### src/rate_pkg.sv
// Constants and types for the serial rate generator
//
// Overview of operation
// - Divider is 8-bit after reset, 16-bit when wide divider select set
// - Free-running timer period set by the divisor register pair
// - Sync mode ignores high speed select; async uses it and wide select
// - In sync mode rates apply only as clock master; sync slave takes external clock
// - Any divisor write clears the rate timer at once
// - Async, 8-bit, low speed: rate is clock over 64 times (n + 1)
// - Async, 16-bit, low speed: rate is clock over 16 times (n + 1)
// - Sync, 8-bit: rate is clock over 4 times (n + 1), any speed
// - Divisor n is high byte concatenated with low byte
// - Generator stops in sleep, keeps running in primary idle
// - Receive level is majority of three samples of the pin
// - With wide select clear only the low byte is used
// - Sync mode select set means synchronous, clear means asynchronous
package rate_pkg;

    // ****************************************************************
    // Register map and fields
    // ****************************************************************
    localparam logic [7:0] OFS_TXSC = 8'h00;
    localparam logic [7:0] OFS_RXSC = 8'h04;
    localparam logic [7:0] OFS_RATE = 8'h08;
    localparam logic [7:0] OFS_DIVH = 8'h0C;
    localparam logic [7:0] OFS_DIVL = 8'h10;
    localparam int TX_MASTER_BIT = 7;
    localparam int TX_SYNC_BIT = 4;
    localparam int TX_HS_BIT = 2;
    localparam int TX_EMPTY_BIT = 1;
    localparam int RX_FERR_BIT = 2;
    localparam int RX_OERR_BIT = 1;
    localparam int RATE_IDLE_BIT = 6;
    localparam int RATE_WIDE_BIT = 3;
    localparam logic [7:0] TXSC_WMASK = 8'hFD;
    localparam logic [7:0] RXSC_WMASK = 8'hF8;
    localparam logic [7:0] RATE_WMASK = 8'h1B;
    localparam logic [7:0] TXSC_RST = 8'h00;
    localparam logic [7:0] RXSC_RST = 8'h00;
    localparam logic [7:0] RATE_RST = 8'h10;
    localparam logic [7:0] DIV_RST = 8'h00;
    localparam logic [1:0] RESP_OKAY = 2'h0;
    localparam logic [1:0] RESP_SLVERR = 2'h2;

    // ****************************************************************
    // Timing counts: clock/4 prescale, then post divide by 16, 4 or 1
    // ****************************************************************
    localparam logic [1:0] PRE_LAST = 2'h3;
    localparam logic [3:0] POST_LOW = 4'hF;
    localparam logic [3:0] POST_MID = 4'h3;
    localparam logic [3:0] POST_NONE = 4'h0;

    typedef struct packed {
        logic [7:0] txsc;
        logic [7:0] rxsc;
        logic [7:0] ratec;
    } ctrl_s;

    typedef struct packed {
        logic tx_empty;
        logic rx_frame_err;
        logic rx_overrun;
        logic rx_bit9;
        logic rx_idle;
    } stat_s;

    typedef struct packed {
        logic [7:0] txsc;
        logic [7:0] rxsc;
        logic [7:0] ratec;
        logic [7:0] divh;
        logic [7:0] divl;
        logic aw_got;
        logic [7:0] aw_addr;
        logic w_got;
        logic [7:0] w_data;
        logic w_en;
        logic bvalid;
        logic [1:0] bresp;
        logic rvalid;
        logic [1:0] rresp;
        logic [7:0] rdata;
        logic [1:0] pre;
        logic [15:0] tmr;
        logic [3:0] post;
        logic rx_s1;
        logic rx_s2;
        logic [2:0] smp;
        logic rx_level;
    } st_s;

    localparam st_s ST_RST = '{txsc: TXSC_RST, rxsc: RXSC_RST, ratec: RATE_RST,
        divh: DIV_RST, divl: DIV_RST, rx_s1: 1'b1, rx_s2: 1'b1, smp: 3'h7,
        rx_level: 1'b1, default: '0};

endpackage

### src/rate_gen.sv
// Serial rate generator with AXI4-Lite registers and receive majority filter
//
// Design decisions made here: the register offsets and the AXI4-Lite slave port.
`timescale 1ns/1ps
`default_nettype none
module rate_gen (
    input wire logic aclk,
    input wire logic aresetn,
    input wire logic [7:0] awaddr,
    input wire logic awvalid,
    output logic awready,
    input wire logic [31:0] wdata,
    input wire logic [3:0] wstrb,
    input wire logic wvalid,
    output logic wready,
    output logic [1:0] bresp,
    output logic bvalid,
    input wire logic bready,
    input wire logic [7:0] araddr,
    input wire logic arvalid,
    output logic arready,
    output logic [31:0] rdata,
    output logic [1:0] rresp,
    output logic rvalid,
    input wire logic rready,
    input wire logic sleep_mode,
    input wire rate_pkg::stat_s stat,
    input wire logic rx_pin,
    output rate_pkg::ctrl_s ctrl,
    output logic rate_tick,
    output logic rx_level
);
    import rate_pkg::*;

    // ****************************************************************
    // Helpers
    // ****************************************************************
    function automatic logic [7:0] merge(input logic [7:0] old, input logic [7:0] wd,
                                         input logic [7:0] mask);
        merge = (old & ~mask) | (wd & mask);
    endfunction

    function automatic logic [15:0] divisor(input st_s s);
        if (s.ratec[RATE_WIDE_BIT]) begin
            divisor = {s.divh, s.divl};
        end else begin
            divisor = {8'h00, s.divl};
        end
    endfunction

    function automatic logic [8:0] reg_read(input logic [7:0] a, input st_s s,
                                            input stat_s t);
        reg_read = {1'b1, 8'h00};
        case (a)
            OFS_TXSC: reg_read[7:0] = merge(s.txsc, {6'h00, t.tx_empty, 1'b0}, ~TXSC_WMASK);
            OFS_RXSC: reg_read[7:0] = merge(s.rxsc,
                {5'h00, t.rx_frame_err, t.rx_overrun, t.rx_bit9}, ~RXSC_WMASK);
            OFS_RATE: reg_read[7:0] = merge(s.ratec, {1'b0, t.rx_idle, 6'h00}, ~RATE_WMASK);
            OFS_DIVH: reg_read[7:0] = s.divh;
            OFS_DIVL: reg_read[7:0] = s.divl;
            default: reg_read = 9'h000;
        endcase
    endfunction

    st_s q;
    st_s d;
    logic div_wr;
    logic wr_any;
    logic run;
    logic sync_mode;
    logic master;
    logic wide;
    logic hs;
    logic [3:0] post_max;
    logic [15:0] n;
    logic [8:0] rd;

    // ****************************************************************
    // Mode decode
    // ****************************************************************
    assign sync_mode = q.txsc[TX_SYNC_BIT];
    assign master = q.txsc[TX_MASTER_BIT];
    assign wide = q.ratec[RATE_WIDE_BIT];
    assign hs = q.txsc[TX_HS_BIT] & ~sync_mode;
    assign n = divisor(q);
    // Sync slave takes its clock from outside, so the generator idles
    // No clock reaches the generator in sleep, but idle keeps it going
    assign run = ~sleep_mode & ~(sync_mode & ~master);

    always_comb begin
        if (!sync_mode && !wide && !hs) begin
            post_max = POST_LOW;
        end else if (!sync_mode && (wide ^ hs)) begin
            post_max = POST_MID;
        end else begin
            post_max = POST_NONE;
        end
    end

    assign rate_tick = run & (q.pre == PRE_LAST) & (q.tmr >= n) & (q.post >= post_max);

    // ****************************************************************
    // Next state
    // ****************************************************************
    always_comb begin
        d = q;
        div_wr = 1'b0;
        wr_any = 1'b0;
        rd = reg_read(araddr, q, stat);
        if (awvalid && awready) begin
            d.aw_got = 1'b1;
            d.aw_addr = awaddr;
        end
        if (wvalid && wready) begin
            d.w_got = 1'b1;
            d.w_data = wdata[7:0];
            d.w_en = wstrb[0];
        end
        if (bvalid && bready) begin
            d.bvalid = 1'b0;
        end
        if (d.aw_got && d.w_got) begin
            d.aw_got = 1'b0;
            d.w_got = 1'b0;
            d.bvalid = 1'b1;
            d.bresp = RESP_OKAY;
            wr_any = d.w_en;
            case (d.aw_addr)
                OFS_TXSC: if (d.w_en) d.txsc = merge(q.txsc, d.w_data, TXSC_WMASK);
                OFS_RXSC: if (d.w_en) d.rxsc = merge(q.rxsc, d.w_data, RXSC_WMASK);
                OFS_RATE: if (d.w_en) d.ratec = merge(q.ratec, d.w_data, RATE_WMASK);
                OFS_DIVH: begin
                    if (d.w_en) d.divh = d.w_data;
                    div_wr = d.w_en;
                end
                OFS_DIVL: begin
                    if (d.w_en) d.divl = d.w_data;
                    div_wr = d.w_en;
                end
                default: begin
                    d.bresp = RESP_SLVERR;
                    wr_any = 1'b0;
                end
            endcase
        end
        if (rvalid && rready) begin
            d.rvalid = 1'b0;
        end
        if (arvalid && arready) begin
            d.rvalid = 1'b1;
            d.rdata = rd[7:0];
            d.rresp = rd[8] ? RESP_OKAY : RESP_SLVERR;
        end

        // Up-count with >= compare so a shrunken divisor never runs to 65535
        if (run) begin
            d.pre = q.pre + 2'h1;
            if (q.pre == PRE_LAST) begin
                if (q.tmr >= n) begin
                    d.tmr = 16'h0000;
                    d.post = (q.post >= post_max) ? 4'h0 : q.post + 4'h1;
                end else begin
                    d.tmr = q.tmr + 16'h0001;
                end
            end
        end
        if (div_wr) begin
            d.pre = 2'h0;
            d.tmr = 16'h0000;
            d.post = 4'h0;
        end

        d.rx_s1 = rx_pin;
        d.rx_s2 = q.rx_s1;
        d.smp = {q.smp[1:0], q.rx_s2};
        d.rx_level = (q.smp[0] & q.smp[1]) | (q.smp[1] & q.smp[2]) |
                     (q.smp[0] & q.smp[2]);
    end

    always_ff @(posedge aclk) begin
        if (!aresetn) begin
            q <= ST_RST;
        end else begin
            q <= d;
        end
    end

    // ****************************************************************
    // Outputs
    // ****************************************************************
    assign awready = ~q.aw_got & ~q.bvalid;
    assign wready = ~q.w_got & ~q.bvalid;
    assign bvalid = q.bvalid;
    assign bresp = q.bresp;
    assign arready = ~q.rvalid;
    assign rvalid = q.rvalid;
    assign rresp = q.rresp;
    assign rdata = {24'h000000, q.rdata};
    assign rx_level = q.rx_level;
    assign ctrl = '{txsc: q.txsc, rxsc: q.rxsc, ratec: q.ratec};

    // ****************************************************************
    // Assertions
    // ****************************************************************
    // Period checker: counts cycles between ticks, trusted only after a
    // tick that followed the last register write
    logic [23:0] hcnt_q;
    logic hvalid_q;
    logic [23:0] n8p1;
    logic [23:0] n16p1;

    assign n8p1 = {16'h0000, q.divl} + 24'h000001;
    assign n16p1 = {8'h00, q.divh, q.divl} + 24'h000001;

    always_ff @(posedge aclk) begin
        if (!aresetn || wr_any || rate_tick) begin
            hcnt_q <= 24'h000000;
        end else if (run) begin
            hcnt_q <= hcnt_q + 24'h000001;
        end
        if (!aresetn || wr_any) begin
            hvalid_q <= 1'b0;
        end else if (rate_tick) begin
            hvalid_q <= 1'b1;
        end
    end
endmodule
`default_nettype wire

### config.mk
export PLATFORM = sky130hd
export DESIGN_NAME = rate_gen
export DESIGN_NICKNAME = d
export VERILOG_FILES = /design/src/rate_pkg.sv /design/src/rate_gen.sv
export SDC_FILE = /design/constraint.sdc
export NUM_CORES = 1
export LEC_CHECK = 0
export ABC_AREA = 1
export BUFFER_PORTS_ARGS = -buffer_cell sky130_fd_sc_hd__buf_2
export CAP_MARGIN = 40
export CELL_PAD_IN_SITES_DETAIL_PLACEMENT = 0
export CELL_PAD_IN_SITES_GLOBAL_PLACEMENT = 1
export CORE_MARGIN = 5
export CORE_UTILIZATION = 25
export CTS_CLUSTER_DIAMETER = 150
export DETAILED_ROUTE_END_ITERATION = 10
export PLACE_DENSITY = 0.63
export SETUP_SLACK_MARGIN = 0.05
export SLEW_MARGIN = 10
export SYNTH_ARGS = -nofsm -noshare
export SYNTH_HDL_FRONTEND = slang
export SYNTH_SLANG_ARGS = --single-unit
### constraint.sdc
create_clock -name aclk -period 1.9 [get_ports aclk]
set_input_delay 0.095 -clock aclk [delete_from_list [all_inputs] [get_ports aclk]]
set_output_delay 0.095 -clock aclk [all_outputs]
set_load 0.01 [all_outputs]
==> impl_results.md <==
- Vias in the first global route: 4743
- R2R depth: 13
- Synth Cell Area: 5366 um2
- Smallest hold slack: 0.01758 ns
- Half-perimeter wire length after placement: 12.00 mm
- Largest net degree at the start of global routing: 37
- Synth unique cells: 31
- Wirelength, routed: 16.54 mm
- Slowest-stage cell, CP: dfxtp_4
- Slowest Stage Delay on Critical Path: 0.41 ns
- # IOs: 133
- Most frequent cell after synthesis: nand2_1
- Worst vdd ir: 0.4592 mV
- Ranking of synthesized cells by area: dfxtp_1 (34%), nand2_1 (13%), buf_4 (8.7%), nor2_1 (7.9%), ha_1 (5.4%)
- Minimum clock period: 1.985 ns
- GRT overflow: 0
- Multi-input gate area: 3309 um2
- Fillers: 2335
- CTS tree: built
- Sequential-to-total area share from yosys stat: 0.3395
- Top_reg_cell synth: dfxtp_1
- First-pass GRT wire length: 25.08 mm
- CP required: 1.80 ns
- Worst-path fanout max: 10
- Worst path arrival time: 1.89 ns
- Critical path, cell by cell: nand2_1 > ha_1 > a21oi_1 > o21ai_1 > a21oi_2 > nand2_2 > nand2_2 > a31oi_1 > buf_2
- Synth top area share: 0.3395
- Hold WC Path Type: in2reg
- Mapped Cells: 791
- Worst path most repeated cell: nand2_2
- Final cell count without fillers: 1193
- Placed cell count: 1151
- Post-Route Skew: 0.009062 ns
- Startpoint types: flip-flop
- Crit Path Class: reg2out
- Die Wd: 156.5 um
- Post-DP Area: 6137 um2
- H-tree depth: 3
- Post-route setup slack: -0.08479 ns
- Total CTS buffers: 9
- Via density per instance: 4.310
- Vias: 5142
- Ys Warns: 0
- Clock insertion delay at the later pin of the skew report: 0.35 ns
- Power Dens Cells: 673.2 nW/um2
- Mean Syn Cell Area: 6.784 um2
- Largest area contributor in the netlist: dfxtp_1
- Die Span Y: 156.5 um
- Crit end category: primary output
- Root Driver: clkbuf_16
- Starting Density: 0.2545
- Detail Route Antenna Nets: 0
- Number of enable flip-flop cells after synthesis: 0
- Die footprint: 24500 um2
- Antenna violations before repair: 1
- Drt first pass iters: 5
- # rows: 53
- Avg WL per Cell: 13.87 um
- Commonest cells post-synth: nand2_1 (188), nor2_1 (113), dfxtp_1 (91)
- Dpl ws: -0.07268 ns
- Fin area: 7251 um2
- Maximum buffer depth of the clock tree: 2
- Antenna diodes: 0
- Fmax: 0.5038 GHz
- Max-slew violations: 0
- Reg area: 1839 um2
- Synthesized flop and latch total: 91
- DR iter-0 viols: 281
- RSZ-0062 raised after global routing: true
- RePlAce Congestion: 0.7749
- Fin crit share: 1.045
- Port buffer count: 71
- Area growth, synth to finish: 35.11%
- Hold depth: 4
- CTS clock-pin slew for the worst setup and hold paths: 0.07 ns
- Core Area: 21090 um2
- Share of layout cells above drive strength 1: 0.3377
- Setup violators final: 30
- Failing checks: negative setup slack
- Total GRT Usage: 0.1284
- DRC: 0
- Final hold vios: 0
- Setup_tns: -1.131 ns
- Nets@finish: 1002
- Ys async rst share: 0
- Status: finished, violations left
- Clock Sinks: 91
- Leak pwr: 3.307 nW
- MaxCap Viol Count: 0
==> metrics by stage <==
step / util / power [mW]
2_1_floorplan: - / 2.510
3_3_place_gp: 0.2910 / 2.736
3_5_place_dp: 0.2910 / 2.738
4_1_cts: 0.3161 / 4.760
5_1_grt: 0.3438 / 5.140
6_report: 0.3438 / 4.881
==> routing by layer <==
metal,part of all wire,up-vias,track usage,routed length [um]
met5,0.00066,-,0,11
met4,0.0085,2,0.02521,140
met3,0.046,15,0.03180,769
met2,0.44,92,0.1934,7301
met1,0.50,2326,0.1866,8318
li1,-,2707,-,-
==> area by class of cell <==
class / count / share of cell area
multi-input cells: 578 / 0.4564
clock buffers: 9 / 0.03106
well taps: 275 / 0.04745
inverters: 78 / 0.04211
clock inverters: 7 / 0.01156
flip-flops and latches: 91 / 0.2537
repair buffers: 155 / 0.1577
==> repair_timing <==
| item | 4_1_cts | 5_1_grt |
|---|---|---|
| endpoints found under the setup margin | 33 | 55 |
| gates resized for setup | 25 | 134 |
| cloned | 2 | 3 |
| hold buffers | 1 | 0 |
| setup buffers | 14 | 7 |
| pin swaps | 8 | 29 |
| endpoints found under the hold margin | 1 | 0 |
==> state kept, by name (all words and copies together) (netlist names) <==
register / count
bvalid: 1
rx_level: 1
d: 4
bresp: 1
q: 58
ctrl: 16
rvalid: 1
rdata: 8
rresp: 1
==> worst paths after layout <==
kind,end,slack [ns],from
worst max-delay path,rate_tick,-0.08,ctrl[3]
worst min-delay path,bvalid,0.02,bready
worst max register to register,ctrl[18],-0.07,bvalid
worst min register to register,d[1],0.41,d[4]
==> critical path, delay by kind of cell (launching register included) <==
kind	cells	cell delay (ns)
DFF	1	0.41
and+or+nand+nor	3	0.25
adders and majority gates	1	0.29
AOI/OAI and AO/OA	4	0.44
buffers and inverters	1	0.14
==> cell usage in the layout, fill, tap and decap left out, types with 3 or more instances in the layout <==
cell,n
a21oi_1,27
a21oi_2,24
buf_12,6
buf_2,71
buf_4,65
buf_6,8
clkbuf_16,11
conb_1,34
dfxtp_1,81
dfxtp_2,8
ha_1,16
ha_4,7
inv_1,68
inv_2,5
inv_4,3
inv_6,3
nand2_1,155
nand2_2,30
nand2_4,5
nand3_1,48
nand3_4,4
nand3b_1,4
nand4_1,29
nor2_1,103
nor2_2,7
nor2_4,9
nor3_1,6
o21ai_0,15
o21ai_1,8
o21ai_2,11
o21ai_4,4
or2_2,14
xor2_1,8
==> logic make-up (layout without fill, tap and decap cells) <==
logic type | count (synthesis) | in the layout | share of synthesized area
fa+ha+maj | 23 | 23 | 0.05363
buf+inv | 157 | 249 | 0.1560
xor+xnor | 10 | 10 | 0.01632
flops | 91 | 91 | 0.3395
compound gates | 92 | 92 | 0.08930
simple gates | 417 | 419 | 0.3446
other cells | 1 | 34 | 0.0006988
==> power breakdown <==
group | switching (mW) | leakage (nW) | internal, mW
Clock | 0.851 | 0.149 | 1.04
Sequential | 0.0278 | 0.745 | 1.97
Combinational | 0.575 | 2.41 | 0.412
No activity file was read; power rests on OpenSTA's default activity.
